`src/rtl/tcr_pkg.sv`:
```
package tcr_pkg;

  // register addresses on the plain register port
  localparam logic [7:0] TCR_ADDR_MASK_LO = 8'he0;
  localparam logic [7:0] TCR_ADDR_CAPCTL = 8'he1;
  localparam logic [7:0] TCR_ADDR_BCTL = 8'he2;
  localparam logic [7:0] TCR_ADDR_MAIN = 8'he8;
  localparam logic [7:0] TCR_ADDR_REFILL_HI = 8'he9;
  localparam logic [7:0] TCR_ADDR_REFILL_LO = 8'hea;
  localparam logic [7:0] TCR_ADDR_CAP_HI = 8'heb;
  localparam logic [7:0] TCR_ADDR_CAP_LO = 8'hec;
  localparam logic [7:0] TCR_ADDR_MATCH_HI = 8'hed;
  localparam logic [7:0] TCR_ADDR_MATCH_LO = 8'hee;
  localparam logic [7:0] TCR_ADDR_MASK_HI = 8'hef;

  // timer_main_control bit positions
  localparam int unsigned TCR_MAIN_DIV_HI = 7;
  localparam int unsigned TCR_MAIN_DIV_LO = 6;
  localparam int unsigned TCR_MAIN_REFILL = 5;
  localparam int unsigned TCR_MAIN_RUN = 4;
  localparam int unsigned TCR_MAIN_WRAP_IE = 3;
  localparam int unsigned TCR_MAIN_WRAP_FLAG = 2;
  localparam int unsigned TCR_MAIN_WRAP_STYLE = 1;

  // capture_input_control bit positions
  localparam int unsigned TCR_CAP_ERR_A = 6;
  localparam int unsigned TCR_CAP_ERR_B = 5;
  localparam int unsigned TCR_CAP_IE_A = 4;
  localparam int unsigned TCR_CAP_FLAG_A = 3;
  localparam int unsigned TCR_CAP_EDGE_A = 2;
  localparam int unsigned TCR_CAP_SRC_HI = 1;
  localparam int unsigned TCR_CAP_SRC_LO = 0;

  // input_b_control bit positions
  localparam int unsigned TCR_B_EDGE_B = 7;
  localparam int unsigned TCR_B_IE_B = 6;
  localparam int unsigned TCR_B_FLAG_B = 5;
  localparam int unsigned TCR_B_MATCH_IE = 4;
  localparam int unsigned TCR_B_MATCH_FLAG = 3;
  localparam int unsigned TCR_B_NULL_IE = 2;
  localparam int unsigned TCR_B_NULL_FLAG = 1;

  // restart sources
  localparam logic [1:0] TCR_SRC_SOFT = 2'h0;
  localparam logic [1:0] TCR_SRC_A = 2'h1;
  localparam logic [1:0] TCR_SRC_B = 2'h2;
  localparam logic [1:0] TCR_SRC_NONE = 2'h3;

  // divider selections and their ratios
  localparam logic [1:0] TCR_DIV_OFF = 2'h0;
  localparam logic [1:0] TCR_DIV_SEL1 = 2'h1;
  localparam logic [1:0] TCR_DIV_SEL4 = 2'h2;
  localparam logic [4:0] TCR_RATIO_1 = 5'h01;
  localparam logic [4:0] TCR_RATIO_4 = 5'h04;
  localparam logic [4:0] TCR_RATIO_16 = 5'h10;

  // counter values and reset values
  localparam logic [15:0] TCR_CNT_ZERO = 16'h0000;
  localparam logic [15:0] TCR_CNT_TOP = 16'hffff;
  localparam logic [7:0] TCR_BYTE_ZERO = 8'h00;

  typedef struct packed {
    logic [1:0] divider_select;
    logic refill_enable;
    logic run_clear_control;
    logic wrap_irq_enable;
    logic wrap_output_style;
  } tcr_main_s;

  typedef struct packed {
    logic input_a_irq_enable;
    logic input_a_edge_select;
    logic [1:0] restart_source;
  } tcr_capctl_s;

  typedef struct packed {
    logic input_b_edge_select;
    logic input_b_irq_enable;
    logic match_irq_enable;
    logic masked_null_irq_enable;
  } tcr_bctl_s;

endpackage : tcr_pkg

```
`src/rtl/tcr_top.sv`:
```
// The plain strobed port is this design's own decision.
`timescale 1ns/100ps
`default_nettype none

module tcr_top
  import tcr_pkg::*;
(
  input wire logic i_clock,
  input wire logic i_rst,
  input wire logic [7:0] i_addr,
  input wire logic [7:0] i_wdata,
  input wire logic i_wr,
  input wire logic i_rd,
  output logic [7:0] o_rdata,
  input wire logic i_input_a_pin,
  input wire logic i_input_b_pin,
  output logic o_irq,
  output logic o_wrap_output_pin
);

  // active edge of a pin, per its edge select
  function automatic logic tcr_edge(input logic cur, input logic prev,
                                    input logic rise);
    tcr_edge = rise ? (cur && !prev) : (!cur && prev);
  endfunction : tcr_edge
  // masked equality used by match and null compares
  function automatic logic tcr_masked_eq(input logic [15:0] a,
                                         input logic [15:0] b,
                                         input logic [15:0] m);
    tcr_masked_eq = ((a & m) == (b & m));
  endfunction : tcr_masked_eq
  // clear-only flag: hardware set wins over a software clear
  function automatic logic tcr_flag_next(input logic cur, input logic set,
                                         input logic wr, input logic wbit);
    tcr_flag_next = set || (cur && !(wr && !wbit));
  endfunction : tcr_flag_next
  // divide ratio for the divider select field
  function automatic logic [4:0] tcr_ratio(input logic [1:0] sel);
    case (sel)
      TCR_DIV_SEL1: tcr_ratio = TCR_RATIO_1;
      TCR_DIV_SEL4: tcr_ratio = TCR_RATIO_4;
      default: tcr_ratio = TCR_RATIO_16;
    endcase
  endfunction : tcr_ratio

  tcr_main_s main_q;
  tcr_capctl_s capctl_q;
  tcr_bctl_s bctl_q;
  logic flag_a_q, err_a_q, flag_b_q, err_b_q;
  logic wrap_flag_q, match_flag_q, null_flag_q;
  logic [15:0] cnt_q, refill_q, cap_q, match_q, mask_q;
  logic [7:0] hi_latch_q, rdata_q, rd_mux;
  logic [3:0] psc_q;
  logic a_prev_q, b_prev_q, run_prev_q, started_q, wrap_pin_q;
  logic wr_main, wr_capctl, wr_bctl, wr_refill_lo, wr_match_lo, wr_mask_lo;
  logic wr_hi, run, refill_en, tick, counting, wrap_evt;
  logic ev_a, ev_b, set_flag_a, set_err_a, set_flag_b, set_err_b;
  logic cap_a, cap_b, load_a, load_b, load_sw, load;
  logic [1:0] src;

  // write decode
  assign wr_main = i_wr && (i_addr == TCR_ADDR_MAIN);
  assign wr_capctl = i_wr && (i_addr == TCR_ADDR_CAPCTL);
  assign wr_bctl = i_wr && (i_addr == TCR_ADDR_BCTL);
  assign wr_refill_lo = i_wr && (i_addr == TCR_ADDR_REFILL_LO);
  assign wr_match_lo = i_wr && (i_addr == TCR_ADDR_MATCH_LO);
  assign wr_mask_lo = i_wr && (i_addr == TCR_ADDR_MASK_LO);
  assign wr_hi = i_wr && ((i_addr == TCR_ADDR_REFILL_HI) ||
                          (i_addr == TCR_ADDR_MATCH_HI) ||
                          (i_addr == TCR_ADDR_MASK_HI));
  assign run = main_q.run_clear_control;
  assign refill_en = main_q.refill_enable;
  assign src = capctl_q.restart_source;

  // divider: one-cycle tick at the selected ratio, none when off
  assign tick = (main_q.divider_select != TCR_DIV_OFF) &&
                ({1'b0, psc_q} == 5'(tcr_ratio(main_q.divider_select)
                                     - TCR_RATIO_1));

  always_ff @(posedge i_clock or posedge i_rst) begin
    if (i_rst) begin
      psc_q <= '0;
    end else if (tick || (main_q.divider_select == TCR_DIV_OFF)) begin
      psc_q <= '0;
    end else begin
      psc_q <= psc_q + 4'h1;
    end
  end

  // edges only seen while running; error flag mutes the input except for the B restart trigger
  assign ev_a = run && !err_a_q &&
                tcr_edge(i_input_a_pin, a_prev_q,
                         capctl_q.input_a_edge_select);
  assign ev_b = run && !err_b_q &&
                tcr_edge(i_input_b_pin, b_prev_q,
                         bctl_q.input_b_edge_select);
  assign set_flag_a = ev_a && !flag_a_q;
  assign set_err_a = ev_a && flag_a_q;
  assign set_flag_b = ev_b && !flag_b_q;
  assign set_err_b = ev_b && flag_b_q;

  // capture paths: B always to capture reg, A only without refill
  assign cap_b = set_flag_b;
  assign cap_a = set_flag_a && !refill_en;

  // restart triggers per source select
  assign load_a = ev_a && refill_en && (src == TCR_SRC_A);
  assign load_b = run && refill_en && (src == TCR_SRC_B) &&
                  tcr_edge(i_input_b_pin, b_prev_q,
                           bctl_q.input_b_edge_select);
  assign load_sw = run && !run_prev_q && refill_en &&
                   (src == TCR_SRC_SOFT);
  assign load = load_a || load_b || load_sw;

  // counter waits at zero for its first trigger in reload modes other than TCR_SRC_NONE
  assign counting = run && (started_q || !refill_en ||
                            (src == TCR_SRC_NONE));
  assign wrap_evt = counting && tick && !load && (cnt_q == TCR_CNT_ZERO);

  // pin history and run history
  always_ff @(posedge i_clock or posedge i_rst) begin
    if (i_rst) begin
      a_prev_q <= 1'b0;
      b_prev_q <= 1'b0;
      run_prev_q <= 1'b0;
    end else begin
      a_prev_q <= i_input_a_pin;
      b_prev_q <= i_input_b_pin;
      run_prev_q <= run;
    end
  end

  // started marker for triggered restart modes
  always_ff @(posedge i_clock or posedge i_rst) begin
    if (i_rst) begin
      started_q <= 1'b0;
    end else if (!run) begin
      started_q <= 1'b0;
    end else if (load) begin
      started_q <= 1'b1;
    end
  end

  // down counter
  always_ff @(posedge i_clock or posedge i_rst) begin
    if (i_rst) begin
      cnt_q <= TCR_CNT_ZERO;
    end else if (!run) begin
      cnt_q <= TCR_CNT_ZERO;
    end else if (load) begin
      cnt_q <= refill_q;
    end else if (wrap_evt) begin
      cnt_q <= refill_en ? refill_q : TCR_CNT_TOP;
    end else if (counting && tick) begin
      cnt_q <= cnt_q - 16'h0001;
    end
  end

  // control registers
  always_ff @(posedge i_clock or posedge i_rst) begin
    if (i_rst) begin
      main_q <= '0;
      capctl_q <= '0;
      bctl_q <= '0;
    end else begin
      if (wr_main) begin
        main_q.divider_select <=
          i_wdata[TCR_MAIN_DIV_HI:TCR_MAIN_DIV_LO];
        main_q.refill_enable <= i_wdata[TCR_MAIN_REFILL];
        main_q.run_clear_control <= i_wdata[TCR_MAIN_RUN];
        main_q.wrap_irq_enable <= i_wdata[TCR_MAIN_WRAP_IE];
        main_q.wrap_output_style <= i_wdata[TCR_MAIN_WRAP_STYLE];
      end
      if (wr_capctl) begin
        capctl_q.input_a_irq_enable <= i_wdata[TCR_CAP_IE_A];
        capctl_q.input_a_edge_select <= i_wdata[TCR_CAP_EDGE_A];
        capctl_q.restart_source <=
          i_wdata[TCR_CAP_SRC_HI:TCR_CAP_SRC_LO];
      end
      if (wr_bctl) begin
        bctl_q.input_b_edge_select <= i_wdata[TCR_B_EDGE_B];
        bctl_q.input_b_irq_enable <= i_wdata[TCR_B_IE_B];
        bctl_q.match_irq_enable <= i_wdata[TCR_B_MATCH_IE];
        bctl_q.masked_null_irq_enable <= i_wdata[TCR_B_NULL_IE];
      end
    end
  end

  // event and error flags: hardware sets, software writes 0 to clear
  always_ff @(posedge i_clock or posedge i_rst) begin
    if (i_rst) begin
      flag_a_q <= 1'b0;
      err_a_q <= 1'b0;
      flag_b_q <= 1'b0;
      err_b_q <= 1'b0;
      wrap_flag_q <= 1'b0;
      match_flag_q <= 1'b0;
      null_flag_q <= 1'b0;
    end else begin
      flag_a_q <= tcr_flag_next(flag_a_q, set_flag_a, wr_capctl,
                                i_wdata[TCR_CAP_FLAG_A]);
      err_a_q <= tcr_flag_next(err_a_q, set_err_a, wr_capctl,
                               i_wdata[TCR_CAP_ERR_A]);
      flag_b_q <= tcr_flag_next(flag_b_q, set_flag_b, wr_bctl,
                                i_wdata[TCR_B_FLAG_B]);
      err_b_q <= tcr_flag_next(err_b_q, set_err_b, wr_capctl,
                               i_wdata[TCR_CAP_ERR_B]);
      wrap_flag_q <= tcr_flag_next(wrap_flag_q, wrap_evt, wr_main,
                                   i_wdata[TCR_MAIN_WRAP_FLAG]);
      match_flag_q <= tcr_flag_next(match_flag_q,
                        run && tcr_masked_eq(cnt_q, match_q, mask_q),
                        wr_bctl, i_wdata[TCR_B_MATCH_FLAG]);
      null_flag_q <= tcr_flag_next(null_flag_q,
                       run && tcr_masked_eq(cnt_q, TCR_CNT_ZERO, mask_q),
                       wr_bctl, i_wdata[TCR_B_NULL_FLAG]);
    end
  end

  // 16-bit registers: high byte latched, loaded with the low byte
  always_ff @(posedge i_clock or posedge i_rst) begin
    if (i_rst) begin
      hi_latch_q <= TCR_BYTE_ZERO;
      match_q <= TCR_CNT_ZERO;
      mask_q <= TCR_CNT_ZERO;
    end else begin
      if (wr_hi) begin
        hi_latch_q <= i_wdata;
      end
      if (wr_match_lo) begin
        match_q <= {hi_latch_q, i_wdata};
      end
      if (wr_mask_lo) begin
        mask_q <= {hi_latch_q, i_wdata};
      end
    end
  end

  // refill register: written only with refill on, else capture target
  always_ff @(posedge i_clock or posedge i_rst) begin
    if (i_rst) begin
      refill_q <= TCR_CNT_ZERO;
    end else if (cap_a) begin
      refill_q <= cnt_q;
    end else if (wr_refill_lo && refill_en) begin
      refill_q <= {hi_latch_q, i_wdata};
    end
  end

  // capture register takes the count before any same-cycle reload
  always_ff @(posedge i_clock or posedge i_rst) begin
    if (i_rst) begin
      cap_q <= TCR_CNT_ZERO;
    end else if (cap_b) begin
      cap_q <= cnt_q;
    end
  end

  // wrap pin: set-and-hold or toggle
  always_ff @(posedge i_clock or posedge i_rst) begin
    if (i_rst) begin
      wrap_pin_q <= 1'b0;
    end else if (wrap_evt) begin
      wrap_pin_q <= main_q.wrap_output_style ? !wrap_pin_q : 1'b1;
    end else if (!main_q.wrap_output_style && !wrap_flag_q) begin
      wrap_pin_q <= 1'b0;
    end
  end

  // read mux; reserved bits read 0
  always_comb begin
    rd_mux = TCR_BYTE_ZERO;
    case (i_addr)
      TCR_ADDR_MAIN: begin
        rd_mux[TCR_MAIN_DIV_HI:TCR_MAIN_DIV_LO] = main_q.divider_select;
        rd_mux[TCR_MAIN_REFILL] = main_q.refill_enable;
        rd_mux[TCR_MAIN_RUN] = main_q.run_clear_control;
        rd_mux[TCR_MAIN_WRAP_IE] = main_q.wrap_irq_enable;
        rd_mux[TCR_MAIN_WRAP_FLAG] = wrap_flag_q;
        rd_mux[TCR_MAIN_WRAP_STYLE] = main_q.wrap_output_style;
      end
      TCR_ADDR_CAPCTL: begin
        rd_mux[TCR_CAP_ERR_A] = err_a_q;
        rd_mux[TCR_CAP_ERR_B] = err_b_q;
        rd_mux[TCR_CAP_IE_A] = capctl_q.input_a_irq_enable;
        rd_mux[TCR_CAP_FLAG_A] = flag_a_q;
        rd_mux[TCR_CAP_EDGE_A] = capctl_q.input_a_edge_select;
        rd_mux[TCR_CAP_SRC_HI:TCR_CAP_SRC_LO] = src;
      end
      TCR_ADDR_BCTL: begin
        rd_mux[TCR_B_EDGE_B] = bctl_q.input_b_edge_select;
        rd_mux[TCR_B_IE_B] = bctl_q.input_b_irq_enable;
        rd_mux[TCR_B_FLAG_B] = flag_b_q;
        rd_mux[TCR_B_MATCH_IE] = bctl_q.match_irq_enable;
        rd_mux[TCR_B_MATCH_FLAG] = match_flag_q;
        rd_mux[TCR_B_NULL_IE] = bctl_q.masked_null_irq_enable;
        rd_mux[TCR_B_NULL_FLAG] = null_flag_q;
      end
      TCR_ADDR_REFILL_HI: rd_mux = refill_q[15:8];
      TCR_ADDR_REFILL_LO: rd_mux = refill_q[7:0];
      TCR_ADDR_CAP_HI: rd_mux = cap_q[15:8];
      TCR_ADDR_CAP_LO: rd_mux = cap_q[7:0];
      TCR_ADDR_MATCH_HI: rd_mux = match_q[15:8];
      TCR_ADDR_MATCH_LO: rd_mux = match_q[7:0];
      TCR_ADDR_MASK_HI: rd_mux = mask_q[15:8];
      TCR_ADDR_MASK_LO: rd_mux = mask_q[7:0];
      default: rd_mux = TCR_BYTE_ZERO;
    endcase
  end

  // read data valid only in the cycle after the read strobe
  always_ff @(posedge i_clock or posedge i_rst) begin
    if (i_rst) begin
      rdata_q <= TCR_BYTE_ZERO;
    end else begin
      rdata_q <= i_rd ? rd_mux : TCR_BYTE_ZERO;
    end
  end

  assign o_rdata = rdata_q;
  assign o_wrap_output_pin = wrap_pin_q;

  // interrupt: OR of flag-and-enable pairs, follows enable writes at once
  assign o_irq = (flag_a_q && capctl_q.input_a_irq_enable) ||
                 (flag_b_q && bctl_q.input_b_irq_enable) ||
                 (wrap_flag_q && main_q.wrap_irq_enable) ||
                 (match_flag_q && bctl_q.match_irq_enable) ||
                 (null_flag_q && bctl_q.masked_null_irq_enable);
endmodule : tcr_top

`default_nettype wire

```
`config.mk`:
```
export PLATFORM = sky130hd
export DESIGN_NAME = tcr_top
export DESIGN_NICKNAME = d
export VERILOG_FILES = /design/src/rtl/tcr_pkg.sv /design/src/rtl/tcr_top.sv
export SDC_FILE = /design/constraint.sdc
export NUM_CORES = 1
export LEC_CHECK = 0
export ABC_AREA = 1
export BUFFER_PORTS_ARGS = -buffer_cell sky130_fd_sc_hd__buf_2
export CORE_ASPECT_RATIO = 0.75
export CORE_MARGIN = 2
export CORE_UTILIZATION = 30
export CTS_BUF_LIST = sky130_fd_sc_hd__clkbuf_4 sky130_fd_sc_hd__clkbuf_8
export DETAILED_ROUTE_END_ITERATION = 10
export HOLD_SLACK_MARGIN = 0.08
export MAX_ROUTING_LAYER = met4
export SLEW_MARGIN = 20
export SYNTH_ARGS = -nofsm -noshare
export SYNTH_HDL_FRONTEND = slang
export SYNTH_SLANG_ARGS = --single-unit
```
`constraint.sdc`:
```
create_clock -name i_clock -period 5.8 [get_ports i_clock]
set_clock_uncertainty 0.1 [all_clocks]
set_input_delay 1.16 -clock i_clock [delete_from_list [all_inputs] [get_ports i_clock]]
set_output_delay 1.16 -clock i_clock [all_outputs]
set_load 0.1 [all_outputs]
```
# Word-level counts from Yosys, hierarchy flattened
# Index checks and enable logic that the tools add are counted.
[totals]
out_inout_bits = 10
elab_cells = 184
register_bits = 126
[op_classes]
n_eq_ne = 20
n_reduce_logical = 107
bitwise = 2
add_sub_neg = 3
mux = 20
[ops]
columns = ["operator", "n"]
rows = [
  ["two-way mux 16 bit", 7],
  ["== test 8 bit, second input constant", 11],
  ["one-hot mux 6 bit (11 select lines)", 1],
  ["logical AND 1 bit", 56],
  ["AND 16 bit", 2],
  ["zero test 16 bit", 2],
  ["zero test 1 bit", 26],
  ["logical OR 1 bit", 18],
  ["== test 16 bit", 1],
  ["subtractor 16 x 1 -> 16 bit, second input constant", 1],
  ["one-hot mux 1 bit (10 select lines)", 1],
  ["one-hot mux 5 bit (2 select lines)", 1],
  ["one-hot mux 1 bit (9 select lines)", 1],
  ["two-way mux 8 bit", 1],
  ["two-way mux 1 bit", 7],
  ["== test 2 bit, second input constant", 3],
  ["nonzero test 2 bit", 3],
  ["== test 4 x 5 -> 1 bit", 1],
  ["subtractor 5 x 1 -> 5 bit, second input constant", 1],
  ["adder 4 x 1 -> 4 bit, second input constant", 1],
  ["== test 2 x 1 -> 1 bit, second input constant", 2],
  ["zero test 2 bit", 2],
  ["two-way mux 4 bit", 1],
  ["inequality test 4 x 1 -> 1 bit, second input constant", 1],
  ["inequality test 2 x 1 -> 1 bit, second input constant", 1],
]

# Logic depth before layout (Yosys ltp)
[depth]
word_depth = 14
depth_mapped = 13
mapped_depth_nobuf = 13

# Least setup slack after synthesis
# OpenSTA, ideal clock, no wires.
[synth_timing]
path_kind = "register to output"
start = "register flag_a_q"
end = "output o_irq"
t_required_ns = 4.540
arrival_ns = 1.269
stages_incl_launch_ff = 5
setup_slack_ns = 3.271
path_cell_list = "dfrtp_1 nand2_1 nand2_1 a221oi_1 nand2_1"
[synth_via]
elab_chain_cells = 5
[synth_lines]
columns = ["item", "line", "text"]
rows = [
  ["start: declaration", "tcr_top.sv:49", "logic flag_a_q, err_a_q, flag_b_q, err_b_q;"],
  ["start signal: assignment", "tcr_top.sv:200", "flag_a_q <= tcr_flag_next(flag_a_q, set_flag_a, wr_capctl,"],
  ["logical AND 1 bit", "tcr_top.sv:323", "assign o_irq = (flag_a_q && capctl_q.input_a_irq_enable) ||"],
  ["logical OR 1 bit", "tcr_top.sv:323", ""],
  ["logical OR 1 bit", "tcr_top.sv:324", "(flag_b_q && bctl_q.input_b_irq_enable) ||"],
  ["logical OR 1 bit", "tcr_top.sv:325", "(wrap_flag_q && main_q.wrap_irq_enable) ||"],
  ["logical OR 1 bit", "tcr_top.sv:326", "(match_flag_q && bctl_q.match_irq_enable) ||"],
  ["end: declaration", "tcr_top.sv:17", "output logic o_irq,"],
]
# Every way passes these cells.

# Worst setup path in the final report
[layout_timing]
start = "input i_addr[4]"
end = "register mask_q[14]"
[layout_via]
elab_chain_cells = 2
[layout_lines]
columns = ["item", "line", "text"]
rows = [
  ["start: declaration", "tcr_top.sv:10", "input wire logic [7:0] i_addr,"],
  ["== test 8 bit", "tcr_top.sv:67", "assign wr_mask_lo = i_wr && (i_addr == TCR_ADDR_MASK_LO);"],
  ["logical AND 1 bit", "tcr_top.sv:67", ""],
  ["end signal: assignment", "tcr_top.sv:233", "mask_q <= {hi_latch_q, i_wdata};"],
  ["end: declaration", "tcr_top.sv:51", "logic [15:0] cnt_q, refill_q, cap_q, match_q, mask_q;"],
]
# Every way passes these cells.
# A chain may end at the register's enable or synchronous reset.

==> impl.org <==
** Synthesis
- Number of cells produced by synthesis :: 947
- Most used flip-flop cell after synthesis :: sky130_fd_sc_hd__dfrtp_1
- Yosys printed 0 warnings.
- Synthesis produced a netlist with a net count of 974.
- Number of storage elements in the synthesis netlist :: 126
- Seq/Total Area, Yosys :: 45.4%
- In this run the mean area of a mapped cell was 7.34 um^2.
- Sorting the synthesized cells by area gives the leading types as sky130_fd_sc_hd__dfrtp_1, sky130_fd_sc_hd__nand2_1, sky130_fd_sc_hd__o21ai_0, sky130_fd_sc_hd__inv_1, sky130_fd_sc_hd__nand3_1.
- Share of the synthesized area in the top cell type :: 45.4%
- The synthesized design contains 0 enable-type register cells.
- Of all cell types, the one taking the most synthesized area is sky130_fd_sc_hd__dfrtp_1.
- Synth cell types :: 40
- Of all flip-flops after synthesis, the portion carrying an async set or reset was 100%.
- In this run the cell area of the synthesized design comes to 0.00695 mm^2.

** Timing
- RSZ-0062 raised after global routing :: no
- The number of hold violations in the final report is 0.
- Timing would allow up to 0.337 GHz.
- For the pin with the worst max-slew slack, the measured transition is 920 ps.
- Number of setup violations in the final report :: 0
- Tcrit/Tclk final :: 51.2%
- Final number of max-transition violations :: 0
- Summed over all failing endpoints, the final setup total negative slack is 0 ps.
- The clock period could shrink to 2970 ps.
- In this run the tightest slew margin relative to its limit is 38.5%.

** Floorplanning
- 32 I/O pins were placed.
- Row generation in the floorplan step produced 48 rows.
- The total area inside the core boundary comes to 0.0229 mm^2.
- The die is 180 um wide.
- Once the floorplan was initialized, standard cells occupied 30.4% of the core.
- Vertical extent of the die :: 136 um
- Total die area :: 0.0244 mm^2

** CTS
- After clock tree synthesis, the clock-pin slew on the worst setup and hold paths is 70 ps.
- At the later pin of the worst-skew pair, clock insertion delay measures 470 ps.
- Number of hold-repair buffers added at the cts stage :: 0
- Clock tree synthesis selected as its root buffer the cell sky130_fd_sc_hd__clkbuf_8.
- The H-tree was split into 4 levels.
- TritonCTS built the clock tree.
- CTS resizes :: 0
- Largest buffer count on any clock path :: 2
- TritonCTS created 17 clock buffers.
- After clock tree synthesis, the setup repair step added 0 buffers.
- Number of clock sinks :: 126

** GRT
- The initial antenna violation count was 0.
- Met1 track utilization from global routing :: 31.7%
- In the global route stage, overall resource usage came out at 21.1%.
- Global-route wire length before repair :: 37.0 mm
- GRT met3 Usage :: 5.40%
- Entering global routing, the biggest net connects 90 pins.
- The number of global-route vias before repair is 5964.
- met1 is the most crowded layer.
- The total overflow left after global routing is 0.
- Global-route track usage on met2 :: 26.8%

** Cells and area
- Ratio of cells with drive above 1 in the final layout :: 10.7%
- Final net count :: 995
- The layout has 2429 filler cells.
- 0 antenna diodes ended up in the layout.
- After routing the design area is 0.00779 mm^2.
- Synthesis-to-finish area growth :: 12.1%

** Power
- Net switching is 28.4% of the power.
- Int Pwr :: 1.52 mW
- Leakage power :: 3.83 nW
- Clock share of power :: 42.7%
- Share of power burned in registers :: 46.5%
- Power density cells :: 273 mW/mm^2
- Combinational cell fraction of total power :: 10.8%
- Sw Pwr :: 604 uW
- VDD sags by at most 0.000141 V.

** Routing
- After detailed routing, the number of vias per cell comes to 5.14.
- After detailed routing, the number of remaining DRC violations is 0.
- The first routing iteration left 829 violations.
- Once detail routing completed, the nets flagged for antenna violations numbered 0.
- After detailed routing, the total wire length is 24.1 mm.
- Detailed routing inserted a total of 6587 vias.
- The pre-antenna-repair detailed-routing pass consisted of 6 iterations.
- Dividing the detail-routed wire length by the instance count gives 18.8 um.

** Setup path
- At the worst endpoint, the arrival time is 3230 ps.
- Critical path launch point type :: input port
- Worst Setup End Kind :: flop
- End of the worst register-to-register path :: refill_q[9]
- Endpoint of the worst setup timing path :: mask_q[14]
- CP Max Fanout :: 32
- For flop-to-flop paths, the worst setup slack is 3170 ps.
- In this run the worst setup path begins at i_addr[4].
- For the worst flop-to-flop path, the logic depth is 7.
- In this run the critical register-to-register path is launched from run.
- Crit Path Category :: in2reg
- CP required :: 6060 ps

** Hold path
- Hold crit path type :: reg2reg

** Place
- Number of buffers inserted by port buffering :: 31
- Post-Place Cell Area :: 0.00732 mm^2
- The congestion estimate from routability-driven global placement came to 0.977.
- Detailed placement ended at an HPWL of 18.1 mm.

** Flow run
- The tool flagged a number of max-cap violations equal to 0.

** Run status
- The run finished with clean final reports.
==> worst min-delay path by stage <==
stage | cells after the start | slack (ps) | from | endpoint
floorplan | 2 | 350 | hi_latch_q[4] | hi_latch_q[4]
global placement | 2 | 370 | cap_q[6] | cap_q[6]
detailed placement | 2 | 370 | cap_q[1] | cap_q[1]
CTS | 2 | 390 | cap_q[4] | cap_q[4]
global route | 2 | 400 | cap_q[8] | cap_q[8]
finish | 2 | 390 | cap_q[12] | cap_q[12]
==> flip-flops by register name, indices dropped and copies added (netlist names), 2 cells and up <==
| name | flops |
|---|---|
| mask_q | 16 |
| src | 2 |
| match_q | 16 |
| psc_q | 4 |
| hi_latch_q | 8 |
| capctl_q | 2 |
| o_rdata | 8 |
| cap_q | 16 |
| main_q | 4 |
| refill_q | 16 |
| bctl_q | 4 |
| cnt_q | 16 |
==> through the flow <==
step                power, mW  worst slack [ps]  cells  utilization, %  hold WS (ps)
finish                   2.13              2830   1281            34.0           391
global route             2.21              2540   1281            34.0           401
CTS                      2.13              2830   1281            34.0           391
detailed placement       1.23              2380   1249            32.0           374
global placement         1.23              2440   1249            32.0           367
floorplan                1.14              1180    947               -           353
==> synthesized netlist by cell type, types with 3 or more instances <==
| cell type | count |
|---|---|
| sky130_fd_sc_hd__buf_6 | 5 |
| sky130_fd_sc_hd__clkinv_1 | 4 |
| sky130_fd_sc_hd__clkbuf_1 | 12 |
| sky130_fd_sc_hd__nand2_1 | 300 |
| sky130_fd_sc_hd__buf_2 | 12 |
| sky130_fd_sc_hd__inv_1 | 108 |
| sky130_fd_sc_hd__nand4_1 | 12 |
| sky130_fd_sc_hd__inv_2 | 6 |
| sky130_fd_sc_hd__xor2_1 | 10 |
| sky130_fd_sc_hd__nand2_2 | 9 |
| sky130_fd_sc_hd__nor2_1 | 70 |
| sky130_fd_sc_hd__ha_1 | 5 |
| sky130_fd_sc_hd__o221ai_1 | 3 |
| sky130_fd_sc_hd__nor2_4 | 3 |
| sky130_fd_sc_hd__nor2_2 | 9 |
| sky130_fd_sc_hd__dfrtp_1 | 126 |
| sky130_fd_sc_hd__nand3_1 | 69 |
| sky130_fd_sc_hd__a21oi_1 | 8 |
| sky130_fd_sc_hd__o21ai_0 | 103 |
| sky130_fd_sc_hd__o21ai_1 | 24 |
| sky130_fd_sc_hd__o211ai_1 | 3 |
| sky130_fd_sc_hd__o22ai_1 | 20 |
==> layout make-up <==
class | instances | area [um^2] | area share (%)
clock buffer | 18 | 248 | 3.18
clock inverter | 14 | 216 | 2.78
inverter | 119 | 454 | 5.83
multi-input combinational | 672 | 3180 | 40.8
sequential | 126 | 3150 | 40.5
tap | 300 | 375 | 4.82
timing repair buffer | 32 | 163 | 2.09
==> layout by cell type (no fill, tap or decap), types with 3 or more instances in the layout <==
| master | instances |
|---|---|
| sky130_fd_sc_hd__nand2_1 | 300 |
| sky130_fd_sc_hd__dfrtp_1 | 126 |
| sky130_fd_sc_hd__inv_1 | 107 |
| sky130_fd_sc_hd__o21ai_0 | 103 |
| sky130_fd_sc_hd__nor2_1 | 70 |
| sky130_fd_sc_hd__nand3_1 | 69 |
| sky130_fd_sc_hd__buf_2 | 31 |
| sky130_fd_sc_hd__o21ai_1 | 24 |
| sky130_fd_sc_hd__o22ai_1 | 20 |
| sky130_fd_sc_hd__clkbuf_8 | 18 |
| sky130_fd_sc_hd__nand4_1 | 12 |
| sky130_fd_sc_hd__xor2_1 | 10 |
| sky130_fd_sc_hd__nand2_2 | 9 |
| sky130_fd_sc_hd__nor2_2 | 9 |
| sky130_fd_sc_hd__a21oi_1 | 8 |
| sky130_fd_sc_hd__inv_2 | 6 |
| sky130_fd_sc_hd__ha_1 | 5 |
| sky130_fd_sc_hd__bufinv_16 | 5 |
| sky130_fd_sc_hd__clkinv_1 | 4 |
| sky130_fd_sc_hd__clkinvlp_4 | 4 |
| sky130_fd_sc_hd__nor2_4 | 3 |
| sky130_fd_sc_hd__o211ai_1 | 3 |
| sky130_fd_sc_hd__o221ai_1 | 3 |
| sky130_fd_sc_hd__clkinv_4 | 3 |
==> power by group through the flow <==
stage / registers, mW / clock network [mW] / logic, mW
detailed placement: 1.00 / 0 / 0.228
finish: 0.989 / 0.907 / 0.230
global route: 0.995 / 0.958 / 0.258
global placement: 1.00 / 0 / 0.228
CTS: 0.986 / 0.919 / 0.229
floorplan: 0.986 / 0 / 0.152
==> cell families (layout without fill, tap and decap cells) <==
family / count (synthesis) / in the layout / share of synthesized area, %
simple gates: 487 / 487 / 30.2
compound gates: 168 / 168 / 13.1
buf+inv: 149 / 183 / 8.90
flops: 126 / 126 / 45.4
xor+xnor: 12 / 12 / 1.51
fa+ha+maj: 5 / 5 / 0.900
==> critical path: stages <==
cell	delay (ps)
sky130_fd_sc_hd__buf_2	100
sky130_fd_sc_hd__inv_1	40
sky130_fd_sc_hd__nand2_1	70
sky130_fd_sc_hd__nor2_4	360
sky130_fd_sc_hd__and2_1	460
sky130_fd_sc_hd__nand2_1	640
sky130_fd_sc_hd__o21ai_0	390
==> per-layer routing <==
layer / wire length (um) / vias up
li1: - / 3091
met2: 9200 / 338
met1: 11900 / 3125
met4: 558 / 0
met3: 2480 / 33
met5: 0 / -
(Power assumes the default switching activity.)
